[src/core/tpdca_pkg.sv]
// What this block does
// Access mode routes line D channel bits to the host instead of port pins or TDM.
// Overlay register carries D bytes only after activation, transparency and access bit.
// With D interrupt enabled and access bit set, a new byte loads nibble 1111.
// D byte interrupt recurs every 500 us while host access is active.
// Activation event meeting an unread D byte is held until the overlay is read.
// Master timing stretches or shrinks one clock high phase on two successive frames.
// At 2.048 or 2.56 MHz the corrected pulse is number 249.
// Pulse zero is the data clock right after the frame sync.
// At 512 kHz the corrected pulse is number 59.
// Master data clock keeps near 50 percent duty except the corrected pulse.
// Timeslot enable marks B1, B2 and D slots (D only without host access or D port mode), aligned with serial output data.
// In slave timing the partner supplies a 256 kHz to 4.096 MHz data clock.
// Serial output and its enable change after data clock rising edges.
// Serial input is sampled at data clock falling edges.
// Timeslot enable falls after a rising edge and rises after a falling edge.
// D port clock rises with the data clock; out on rise, in on fall.
// Host reads the overlay each 500 us period so no byte is lost.
package tpdca_pkg;

   localparam int CORE_KHZ     = 50000;
   localparam int ADJ_NS       = 48;
   localparam int ADJ_CYC_I    = (ADJ_NS * CORE_KHZ / 1000000 < 1) ? 1 :
                                 ADJ_NS * CORE_KHZ / 1000000;
   localparam logic [7:0] ADJ_CYC = 8'(ADJ_CYC_I);
   localparam int FRAME_US     = 125;
   localparam int DCHAN_IRQ_US = 500;
   localparam logic [1:0] BYTE_FRAMES_M1 = 2'(DCHAN_IRQ_US / FRAME_US - 1);

   // Generated clock only approximates the nominal rates from a 50 MHz core
   localparam logic [7:0] HALF_512K  = 8'(CORE_KHZ / (2 * 512));
   localparam logic [7:0] HALF_2048K = 8'(CORE_KHZ / (2 * 2048));
   localparam logic [7:0] HALF_2560K = 8'(CORE_KHZ / (2 * 2560));
   localparam logic [8:0] FLEN_512K  = 9'h040;
   localparam logic [8:0] FLEN_2048K = 9'h100;
   localparam logic [8:0] FLEN_2560K = 9'h140;
   localparam logic [8:0] CORR_512K  = 9'h03B;
   localparam logic [8:0] CORR_FAST  = 9'h0F9;
   localparam logic [8:0] CNT_MAX    = 9'h1FF;

   // Slot layout in pulse numbers
   localparam logic [8:0] B_LEN      = 9'h008;
   localparam logic [8:0] D_LEN      = 9'h002;
   localparam logic [8:0] D8_FIRST   = 9'h010;
   localparam logic [8:0] D10_FIRST  = 9'h008;
   localparam logic [8:0] B2_10_FIRST = 9'h00A;

   // Register byte offsets
   localparam logic [7:0] REG_CTRL    = 8'h00;
   localparam logic [7:0] REG_CFG     = 8'h04;
   localparam logic [7:0] REG_TX_B    = 8'h08;
   localparam logic [7:0] REG_RX_B    = 8'h0C;
   localparam logic [7:0] REG_OVERLAY = 8'h10;
   localparam logic [7:0] REG_NIBBLE  = 8'h14;
   localparam logic [7:0] REG_IRQ_ST  = 8'h18;
   localparam logic [7:0] REG_IRQ_EN  = 8'h1C;
   localparam logic [7:0] REG_IRQ_CLR = 8'h20;
   localparam logic [7:0] REG_ADJ     = 8'h24;

   localparam int CTRL_TRANSP = 0;
   localparam int CTRL_DACC   = 1;
   localparam int CTRL_MCU    = 2;
   localparam int CTRL_DPORT  = 3;
   localparam int CFG_MASTER  = 2;
   localparam int CFG_FMT10   = 3;
   localparam int IRQ_DCH     = 0;
   localparam int IRQ_ACT     = 1;
   localparam int ADJ_LONG    = 0;
   localparam int ADJ_SHORT   = 1;
   localparam logic [3:0] NIBBLE_DCH = 4'hF;

   typedef enum logic [1:0] {
      RATE_512K  = 2'b00,
      RATE_2048K = 2'b01,
      RATE_2560K = 2'b10
   } tpdca_rate_e;

   typedef enum logic [1:0] {
      SLOT_NONE = 2'b00,
      SLOT_B1   = 2'b01,
      SLOT_B2   = 2'b10,
      SLOT_D    = 2'b11
   } tpdca_slot_e;

   typedef struct packed {
      tpdca_slot_e kind;
      logic [2:0]  idx;
   } tpdca_slot_s;

   typedef struct packed {
      logic        pready;
      logic        pslverr;
      logic [31:0] prdata;
      logic [3:0]  ctrl;
      tpdca_rate_e rate;
      logic        master;
      logic        fmt10;
      logic [7:0]  tx_b1;
      logic [7:0]  tx_b2;
      logic [7:0]  rx_b1;
      logic [7:0]  rx_b2;
      logic [7:0]  rxw_b1;
      logic [7:0]  rxw_b2;
      logic [7:0]  ov_tx;
      logic [7:0]  ov_rx;
      logic [7:0]  ovt_sh;
      logic [7:0]  ovr_sh;
      logic [1:0]  bfrm;
      logic        ov_unread;
      logic        act_held;
      logic [3:0]  nibble;
      logic        nib_hold;
      logic [1:0]  irq_st;
      logic [1:0]  irq_en;
      logic        irq;
      logic [1:0]  adj_req;
      logic [1:0]  adj_left;
      logic        adj_long;
      logic [2:0]  dcl_s;
      logic [1:0]  fs_s;
      logic [1:0]  din_s;
      logic [1:0]  dchan_port_serial_in_s;
      logic [7:0]  div;
      logic        gen_dcl;
      logic        gen_fs;
      logic [8:0]  cnt;
      logic        arm;
      logic        dout;
      logic        dout_oe;
      logic        timeslot_enable_out_n;
      logic        dchan_port_clock;
      logic        dchan_port_serial_out;
      logic [1:0]  drx;
      logic [1:0]  dcur;
      logic [1:0]  line_tx;
   } tpdca_state_s;

endpackage

[src/core/tpdca_top.sv]
`timescale 1ns/10ps
module tpdca_top
   import tpdca_pkg::*;
(
   // Clock and reset
   input  wire logic        CORE_CLK,
   input  wire logic        NRST,
   // APB slave
   input  wire logic        PSEL,
   input  wire logic        PENABLE,
   input  wire logic        PWRITE,
   input  wire logic [7:0]  PADDR,
   input  wire logic [31:0] PWDATA,
   output logic      [31:0] PRDATA,
   output logic             PREADY,
   output logic             PSLVERR,
   // TDM data clock and frame sync, two-way
   input  wire logic        DCL_IN,
   output logic             DCL_OUT,
   output logic             DCL_OE,
   input  wire logic        FSYNC_IN,
   output logic             FSYNC_OUT,
   output logic             FSYNC_OE,
   // TDM serial data and timeslot enable
   input  wire logic        DATA_IN,
   output logic             DATA_OUT,
   output logic             DATA_OE,
   output logic             TSLOT_EN_N,
   // Dedicated D channel port
   output logic             DCH_PORT_CLK,
   input  wire logic        DCH_PORT_IN,
   output logic             DCH_PORT_OUT,
   // Activation logic and line side, same clock
   input  wire logic        ACT_DONE,
   input  wire logic        ACT_EVENT,
   input  wire logic [3:0]  ACT_STATUS,
   input  wire logic [1:0]  LINE_DCH_RX,
   output logic      [1:0]  LINE_DCH_TX,
   // Interrupt
   output logic             IRQ
);

   tpdca_state_s s;
   tpdca_state_s n;
   tpdca_slot_s  sl_r;
   tpdca_slot_s  sl_f;
   logic         rise;
   logic         fall;
   logic         fs_lvl;
   logic         acc_on;
   logic         wr_done;
   logic         rd_done;
   logic         byte_evt;
   logic         adj_now;
   logic         drive;
   logic [8:0]   cnt_n;
   logic [7:0]   half;
   logic [8:0]   flen;
   logic [8:0]   corr;

   function automatic tpdca_slot_s slot_of(input logic [8:0] c, input logic f10);
      tpdca_slot_s r;
      r.kind = SLOT_NONE;
      r.idx  = c[2:0];
      if (c < B_LEN) begin
         r.kind = SLOT_B1;
      end else if (!f10) begin
         if (c < D8_FIRST) begin
            r.kind = SLOT_B2;
         end else if (c < D8_FIRST + D_LEN) begin
            r.kind = SLOT_D;
         end
      end else if (c < D10_FIRST + D_LEN) begin
         r.kind = SLOT_D;
      end else if (c < B2_10_FIRST + B_LEN) begin
         r.kind = SLOT_B2;
         r.idx  = 3'(c - B2_10_FIRST);
      end
      return r;
   endfunction

   always_comb begin
      n        = s;
      byte_evt = 1'b0;
      rise     = 1'b0;
      fall     = 1'b0;
      drive    = 1'b0;
      wr_done  = PSEL & PENABLE & PWRITE & s.pready;
      rd_done  = PSEL & PENABLE & ~PWRITE & s.pready;
      acc_on   = s.ctrl[CTRL_MCU] & s.ctrl[CTRL_DACC] & s.ctrl[CTRL_TRANSP] & ACT_DONE;
      case (s.rate)
         RATE_512K: begin
            half = HALF_512K;
            flen = FLEN_512K;
            corr = CORR_512K;
         end
         RATE_2048K: begin
            half = HALF_2048K;
            flen = FLEN_2048K;
            corr = CORR_FAST;
         end
         default: begin
            half = HALF_2560K;
            flen = FLEN_2560K;
            corr = CORR_FAST;
         end
      endcase

      // Synchronisers for pins from the partner's clock domain
      n.dcl_s   = {s.dcl_s[1:0], DCL_IN};
      n.fs_s    = {s.fs_s[0], FSYNC_IN};
      n.din_s   = {s.din_s[0], DATA_IN};
      n.dchan_port_serial_in_s = {s.dchan_port_serial_in_s[0], DCH_PORT_IN};

      // Pulse numbering restarts right after the sync
      if (s.arm) begin
         cnt_n = '0;
      end else if (s.cnt == CNT_MAX) begin
         cnt_n = s.cnt;
      end else begin
         cnt_n = s.cnt + 9'h001;
      end
      adj_now = (cnt_n == corr) && (s.adj_left != 2'b00);

      // Master clock divider, or edge detection on the slave clock
      if (s.master) begin
         if (s.div == 8'h00) begin
            n.gen_dcl = ~s.gen_dcl;
            if (!s.gen_dcl) begin
               rise = 1'b1;
               if (adj_now && s.adj_long) begin
                  n.div = half + ADJ_CYC - 8'h01;
               end else if (adj_now) begin
                  n.div = half - ADJ_CYC - 8'h01;
               end else begin
                  n.div = half - 8'h01;
               end
            end else begin
               fall  = 1'b1;
               n.div = half - 8'h01;
            end
         end else begin
            n.div = s.div - 8'h01;
         end
         fs_lvl = s.gen_fs;
      end else begin
         // Partner clock must be slow enough for the 50 MHz sampler
         rise    = s.dcl_s[1] & ~s.dcl_s[2];
         fall    = s.dcl_s[2] & ~s.dcl_s[1];
         n.gen_dcl = 1'b0;
         n.div   = 8'h00;
         fs_lvl  = s.fs_s[1];
      end

      // APB register writes
      if (wr_done) begin
         if (PADDR == REG_CTRL) begin
            n.ctrl = PWDATA[3:0];
         end else if (PADDR == REG_CFG) begin
            n.rate   = tpdca_rate_e'(PWDATA[1:0]);
            n.master = PWDATA[CFG_MASTER];
            n.fmt10  = PWDATA[CFG_FMT10];
         end else if (PADDR == REG_TX_B) begin
            n.tx_b1 = PWDATA[7:0];
            n.tx_b2 = PWDATA[15:8];
         end else if (PADDR == REG_OVERLAY) begin
            n.ov_tx = PWDATA[7:0];
         end else if (PADDR == REG_IRQ_EN) begin
            n.irq_en = PWDATA[1:0];
         end else if (PADDR == REG_IRQ_CLR) begin
            n.irq_st = s.irq_st & ~PWDATA[1:0];
         end else if (PADDR == REG_ADJ) begin
            n.adj_req = PWDATA[1:0];
         end
      end

      // Read side effects
      if (rd_done && PADDR == REG_OVERLAY) begin
         n.ov_unread = 1'b0;
         if (s.act_held) begin
            n.act_held        = 1'b0;
            n.irq_st[IRQ_ACT] = 1'b1;
         end
      end
      if (rd_done && PADDR == REG_NIBBLE) begin
         n.nib_hold = 1'b0;
      end
      if (!n.nib_hold) begin
         n.nibble = ACT_STATUS;
      end

      // Rising edge of the data clock: launch outputs
      sl_r = slot_of(cnt_n, s.fmt10);
      if (rise) begin
         n.cnt    = cnt_n;
         n.arm    = 1'b0;
         n.gen_fs = s.master & (cnt_n == flen - 9'h001);
         if (s.arm) begin
            n.rx_b1 = s.rxw_b1;
            n.rx_b2 = s.rxw_b2;
            n.drx   = LINE_DCH_RX;
            if (s.adj_req != 2'b00 && s.adj_left == 2'b00) begin
               n.adj_left = 2'b10;
               n.adj_long = s.adj_req[ADJ_LONG];
               n.adj_req  = 2'b00;
            end
            if (acc_on) begin
               n.line_tx = s.ovt_sh[7:6];
               n.ovt_sh  = {s.ovt_sh[5:0], 2'b00};
               n.ovr_sh  = {s.ovr_sh[5:0], LINE_DCH_RX};
               n.bfrm    = s.bfrm + 2'b01;
               if (s.bfrm == BYTE_FRAMES_M1) begin
                  byte_evt = 1'b1;
                  n.ov_rx  = {s.ovr_sh[5:0], LINE_DCH_RX};
                  n.ovt_sh = s.ov_tx;
               end
            end else begin
               n.line_tx = s.dcur;
               n.bfrm    = 2'b00;
               n.ovt_sh  = s.ov_tx;
            end
         end
         if (adj_now) begin
            n.adj_left = s.adj_left - 2'b01;
         end
         drive = (sl_r.kind == SLOT_B1) || (sl_r.kind == SLOT_B2) ||
                 (sl_r.kind == SLOT_D && !acc_on && !s.ctrl[CTRL_DPORT]);
         n.dout_oe = drive;
         case (sl_r.kind)
            SLOT_B1: n.dout = s.tx_b1[~sl_r.idx];
            SLOT_B2: n.dout = s.tx_b2[~sl_r.idx];
            SLOT_D:  n.dout = drive & s.drx[~sl_r.idx[0]];
            default: n.dout = 1'b0;
         endcase
         if (drive) begin
            n.timeslot_enable_out_n = 1'b0;
         end
         n.dchan_port_clock = (sl_r.kind == SLOT_D) && !acc_on;
         if (n.dchan_port_clock) begin
            n.dchan_port_serial_out = s.drx[~sl_r.idx[0]];
         end
      end

      // Falling edge: sample inputs, end enables
      sl_f = slot_of(s.cnt, s.fmt10);
      if (fall) begin
         n.dchan_port_clock = 1'b0;
         n.timeslot_enable_out_n = ~s.dout_oe;
         if (fs_lvl) begin
            n.arm = 1'b1;
         end
         case (sl_f.kind)
            SLOT_B1: n.rxw_b1 = {s.rxw_b1[6:0], s.din_s[1]};
            SLOT_B2: n.rxw_b2 = {s.rxw_b2[6:0], s.din_s[1]};
            SLOT_D: begin
               if (!acc_on) begin
                  n.dcur[~sl_f.idx[0]] = s.ctrl[CTRL_DPORT] ? s.dchan_port_serial_in_s[1] : s.din_s[1];
               end
            end
            default: n.dcur = s.dcur;
         endcase
      end

      // Byte arrival and activation events; sets win over clears
      if (byte_evt) begin
         n.ov_unread       = 1'b1;
         n.irq_st[IRQ_DCH] = 1'b1;
         if (s.irq_en[IRQ_DCH] && s.ctrl[CTRL_DACC]) begin
            n.nibble   = NIBBLE_DCH;
            n.nib_hold = 1'b1;
         end
      end
      if (ACT_EVENT) begin
         if (n.ov_unread) begin
            n.act_held = 1'b1;
         end else begin
            n.irq_st[IRQ_ACT] = 1'b1;
         end
      end
      n.irq = |(n.irq_st & n.irq_en);

      // APB setup phase: answer in the following access cycle
      if (PSEL && !PENABLE) begin
         n.pready  = 1'b1;
         n.pslverr = 1'b0;
         n.prdata  = 32'h0000_0000;
         if (PADDR == REG_CTRL) begin
            n.prdata[3:0] = s.ctrl;
         end else if (PADDR == REG_CFG) begin
            n.prdata[3:0] = {s.fmt10, s.master, s.rate};
         end else if (PADDR == REG_TX_B) begin
            n.prdata[15:0] = {s.tx_b2, s.tx_b1};
         end else if (PADDR == REG_RX_B) begin
            n.prdata[15:0] = {s.rx_b2, s.rx_b1};
         end else if (PADDR == REG_OVERLAY) begin
            n.prdata[7:0] = acc_on ? s.ov_rx : 8'h00;
         end else if (PADDR == REG_NIBBLE) begin
            n.prdata[3:0] = s.nibble;
         end else if (PADDR == REG_IRQ_ST) begin
            n.prdata[1:0] = s.irq_st;
         end else if (PADDR == REG_IRQ_EN) begin
            n.prdata[1:0] = s.irq_en;
         end else if (PADDR == REG_IRQ_CLR) begin
            n.prdata = 32'h0000_0000;
         end else if (PADDR == REG_ADJ) begin
            n.prdata[3:0] = {s.adj_left, s.adj_req};
         end else begin
            n.pslverr = 1'b1;
         end
      end else if (PSEL && PENABLE && s.pready) begin
         n.pready  = 1'b0;
         n.pslverr = 1'b0;
      end
   end

   always_ff @(posedge CORE_CLK or negedge NRST) begin
      if (!NRST) begin
         s          <= '0;
         s.timeslot_enable_out_n   <= 1'b1;
      end else begin
         s <= n;
      end
   end

   assign PRDATA       = s.prdata;
   assign PREADY       = s.pready;
   assign PSLVERR      = s.pslverr;
   assign DCL_OUT      = s.gen_dcl;
   assign DCL_OE       = s.master;
   assign FSYNC_OUT    = s.gen_fs;
   assign FSYNC_OE     = s.master;
   assign DATA_OUT     = s.dout;
   assign DATA_OE      = s.dout_oe;
   assign TSLOT_EN_N   = s.timeslot_enable_out_n;
   assign DCH_PORT_CLK = s.dchan_port_clock;
   assign DCH_PORT_OUT = s.dchan_port_serial_out;
   assign LINE_DCH_TX  = s.line_tx;
   assign IRQ          = s.irq;

   // Helpers watched only by the checks below
   logic [7:0] hi_cnt;
   logic       hi_adj;
   always_ff @(posedge CORE_CLK or negedge NRST) begin
      if (!NRST) begin
         hi_cnt <= 8'h00;
         hi_adj <= 1'b0;
      end else if (rise) begin
         hi_cnt <= 8'h01;
         hi_adj <= adj_now;
      end else if (s.gen_dcl) begin
         hi_cnt <= hi_cnt + 8'h01;
      end
   end

   chk_high_nominal: assert property (@(posedge CORE_CLK) disable iff (!NRST)
      (s.master && fall && !hi_adj) |-> (hi_cnt == half))
      else $error("Data clock high phase off nominal");
   chk_high_adjusted: assert property (@(posedge CORE_CLK) disable iff (!NRST)
      (s.master && fall && hi_adj) |->
      (hi_cnt == (s.adj_long ? half + ADJ_CYC : half - ADJ_CYC)))
      else $error("Corrected high phase has wrong length");
   chk_corr_pulse: assert property (@(posedge CORE_CLK) disable iff (!NRST)
      (rise && adj_now) |-> (cnt_n == ((s.rate == RATE_512K) ? CORR_512K : CORR_FAST)))
      else $error("Correction on wrong pulse");
   chk_pulse_zero: assert property (@(posedge CORE_CLK) disable iff (!NRST)
      (rise && s.arm) |=> (s.cnt == 9'h000))
      else $error("Pulse count not zero after sync");
   chk_dout_rise: assert property (@(posedge CORE_CLK) disable iff (!NRST)
      $changed(s.dout_oe) |-> $past(rise))
      else $error("Data enable moved off a rising edge");
   chk_timeslot_enable_out_edges: assert property (@(posedge CORE_CLK) disable iff (!NRST)
      ($fell(s.timeslot_enable_out_n) |-> $past(rise)) and ($rose(s.timeslot_enable_out_n) |-> $past(fall)))
      else $error("Timeslot enable moved on wrong edge");
   chk_timeslot_enable_out_align: assert property (@(posedge CORE_CLK) disable iff (!NRST)
      $rose(s.dout_oe) |-> !s.timeslot_enable_out_n)
      else $error("Timeslot enable not aligned with data");
   chk_dchan_port_clock_rise: assert property (@(posedge CORE_CLK) disable iff (!NRST)
      $rose(s.dchan_port_clock) |-> ($past(rise) && !$past(acc_on)))
      else $error("D port clock rose without data clock rise");
   chk_nibble_load: assert property (@(posedge CORE_CLK) disable iff (!NRST)
      (byte_evt && s.irq_en[IRQ_DCH] && s.ctrl[CTRL_DACC]) |=> (s.nibble == NIBBLE_DCH))
      else $error("Nibble not loaded on byte arrival");
   chk_act_defer: assert property (@(posedge CORE_CLK) disable iff (!NRST)
      (ACT_EVENT && s.ov_unread && !rd_done && !s.irq_st[IRQ_ACT]) |=>
      (!s.irq_st[IRQ_ACT] && s.act_held))
      else $error("Activation event not held behind D byte");
   chk_access_tdm: assert property (@(posedge CORE_CLK) disable iff (!NRST)
      (rise && acc_on && sl_r.kind == SLOT_D) |=> (!s.dout_oe && !s.dchan_port_clock))
      else $error("D slot driven during host access");
   chk_byte_irq: assert property (@(posedge CORE_CLK) disable iff (!NRST)
      byte_evt |-> (acc_on && s.arm && s.bfrm == BYTE_FRAMES_M1))
      else $error("D byte event off the four frame period");

endmodule

[config.mk]
export PLATFORM = sky130hd
export DESIGN_NAME = tpdca_top
export DESIGN_NICKNAME = d
export VERILOG_FILES = /design/src/core/tpdca_pkg.sv /design/src/core/tpdca_top.sv
export SDC_FILE = /design/constraint.sdc
export NUM_CORES = 1
export LEC_CHECK = 0
export BUFFER_PORTS_ARGS = -buffer_cell sky130_fd_sc_hd__buf_2
export CORE_ASPECT_RATIO = 1.2
export CORE_MARGIN = 4
export CORE_UTILIZATION = 55
export DETAILED_ROUTE_END_ITERATION = 12
export PLACE_DENSITY = 0.85
export SYNTH_ARGS = -nofsm -noshare
export SYNTH_HDL_FRONTEND = slang
export SYNTH_SLANG_ARGS = --single-unit
[constraint.sdc]
create_clock -name CORE_CLK -period 4.14 [get_ports CORE_CLK]
set_input_delay 0.207 -clock CORE_CLK [delete_from_list [all_inputs] [get_ports CORE_CLK]]
set_output_delay 0.207 -clock CORE_CLK [all_outputs]
set_load 0.02 [all_outputs]
==> flow_summary.json <==
{
  "drc": 0,
  "instances_no_fill": 1021,
  "synthArstFlopShare": 1.00,
  "die_h_um": 142,
  "max_freq_mhz": 265,
  "drive_above_1_share": 0.284,
  "die_area_mm2": 0.0170,
  "viasPerCell": 5.97,
  "slew_violations": 0,
  "end_kind": "register",
  "synth_warnings": 0,
  "cts_setup_buffers": 0,
  "ios": 103,
  "synthMostInstantiatedCell": "dfrtp_1",
  "grt_max_degree": 89,
  "synth_cells": 751,
  "synth_top_area_frac": 0.493,
  "fin_tns_setup_ns": 0,
  "cts_tree": "built",
  "relSlewSlack": 0.479,
  "synth-edff-count": 0,
  "syn-cell-area_mm2": 0.00822,
  "drt-pass1-iter-count": 8,
  "synth_top_area_cell": "dfrtp_1",
  "period_needed_ns": 3.77,
  "post-route-period-util": 0.911,
  "ys_seq_elements": 163,
  "tightest_slew_ns": 0.779,
  "n_antenna_cell": 0,
  "required_ns": 4.44,
  "clkLatencyLatePin_ns": 0.43,
  "synth_top_flop_cell": "dfrtp_1",
  "io_buffers": 70,
  "synth_common_cells": "162 x dfrtp_1, 89 x mux2_2, 72 x nand2_1",
  "status": "finished clean",
  "wirelength_mm": 19.1,
  "dp.cells": 979,
  "ys_seq_area_frac": 0.496,
  "synth.distinct_cells": 76,
  "grt_use_total": 0.237,
  "num_vias": 6100,
  "initial_core_util": 0.566,
  "cts_buffers": 17,
  "first_global_vias": 6227,
  "clock_skew_ns": 0.00783,
  "coreArea_mm2": 0.0145,
  "cp-start-kind": "register",
  "overflow": 0,
  "clk_path_buf_depth": 2,
  "maxCapViolations": 0,
  "hold_path.class": "input port to register",
  "grt_pass1_wl_mm": 31.8,
  "ys_top_cells_by_area": "dfrtp_1 49%, mux2_2 12%, buf_4 3.5%, nand2_1 3.3%, mux2i_1 2.7%",
  "drt-initial-drc-count": 456,
  "rsz0062_at_grt": "false",
  "ir_drop_mv": 0.285,
  "finalSetupViolations": 0,
  "path_clk_slew_ns": 0.07,
  "dpl.hpwl_mm": 13.1,
  "hold_viol": 0,
  "place.gp.congestion": 0.881,
  "cp.arrival_ns": 4.07,
  "wl_per_cell_um": 18.8,
  "area_growth_syn_to_layout_pct": 12.4,
  "rows": 48,
  "cts_max_level": 4,
  "path_max_fanout": 10,
  "antenna_found_initial": 0,
  "clockRootBuffer": "clkbuf_16",
  "ant_nets": 0,
  "synth_area_per_cell_um2": 10.9,
  "fin_hold_ws_ns": 0.0126,
  "critical_path_class": "register to register",
  "p_leak_nw": 4.32,
  "numClockSinks": 163,
  "p_per_area_mw_per_mm2": 432,
  "nets": 874,
  "die_x_um": 120
}
-- layout make-up --
cell class / instances / area (um2)
repair buffers: 93 / 554
clock buffers: 19 / 453
well taps: 200 / 250
clock inverters: 13 / 123
multi-input cells: 514 / 3710
fillers: 1102 / 5290
inverters: 19 / 71.3
flip-flops and latches: 163 / 4080
-- placed cells by master (no fill, tap or decap), drive strengths merged, types with 4 or more instances in the layout --
cell and instances:
dfrtp 162, mux2 97, buf 83, nand2 72
nor2 50, o21ai 41, a21oi 40, inv 25
mux2i 22, clkbuf 19, conb 16, nor3 12
nand4 11, nand3 11, dlygate4sd3 10, a31oi 9
ha 9, or3 8, a22oi 8, and4 7
nor2b 7, a221oi 6, a22o 5, nor4 5
nor3b 5, and2 4, o21a 4, o31ai 4
nand3b 4, nand4b 4, a222oi 4, clkinvlp 4
-- kinds of logic after synthesis --
kind of cell,share of synthesized area
xor gates and xnor gates,0.00639
AOI/OAI and AO/OA,0.121
DFF,0.496
buffers and inverters,0.0607
other,0.000456
muxes,0.163
and+or+nand+nor,0.138
adders and majority gates,0.0137
-- stage by stage --
stage	setup WS, ns	util	power (mW)	instance area [um2]
2_1_floorplan	0.772	-	2.28	8280
3_3_place_gp	0.329	0.589	2.42	8560
3_5_place_dp	0.217	0.589	2.45	8560
4_1_cts	0.167	0.635	4.00	9230
5_1_grt	0.0310	0.636	4.15	9240
6_report	0.368	0.636	3.99	9240
-- final timing paths --
check	slack [ns]	depth (start not counted)	from	end
worst max-delay path	0.37	16	s[12]	DATA_OUT
worst min-delay path	0.01	2	ACT_EVENT	s[55]
worst max register to register	0.37	16	s[12]	DATA_OUT
worst min register to register	0.35	0	n[34]	s[34]
max in group asynchronous	2.70	3	NRST	s[105]
min in group asynchronous	0.40	2	NRST	IRQ
-- per-layer routing --
layer | vias up | GRT usage | part of all wire
met2 | 239 | 0.406 | 0.50
met4 | 0 | 0.105 | 0.036
met5 | - | 0 | 0
met3 | 62 | 0.0481 | 0.061
met1 | 3017 | 0.291 | 0.40
li1 | 2782 | - | -
-- state kept, by name, summed over array words and instances (netlist names), 2 cells and up --
name / cells
LINE_DCH_TX: 2
s: 129
PRDATA: 16
n: 5
-- where the power goes --
group / leakage, nW / internal, mW / switching, mW
combinational: 1.89 / 0.255 / 0.346
sequential: 2.15 / 1.73 / 0.119
clock: 0.274 / 0.868 / 0.671
-- timing repair --
item                                   in CTS  in global routing
setup endpoints to repair                   0                  1
resized for setup                           0                  3
endpoints found under the hold margin      94                  0
hold buffers                               10                  0
-- worst max-delay path: stages (launching register included) --
cell and delay, ns:
dfrtp_1 0.50, ha_2 0.30, nand4_1 0.14, nor2_1 0.25, mux2_2 0.39, inv_2 0.15, ha_1 0.27, o211a_1 0.21
a21oi_1 0.06, nor3_2 0.29, inv_1 0.12, ha_1 0.29, o21ai_1 0.11, nand2_1 0.11, o21ai_0 0.10, o31ai_1 0.21
o221ai_1 0.14
Note: power is estimated with default switching activity, not from simulation.
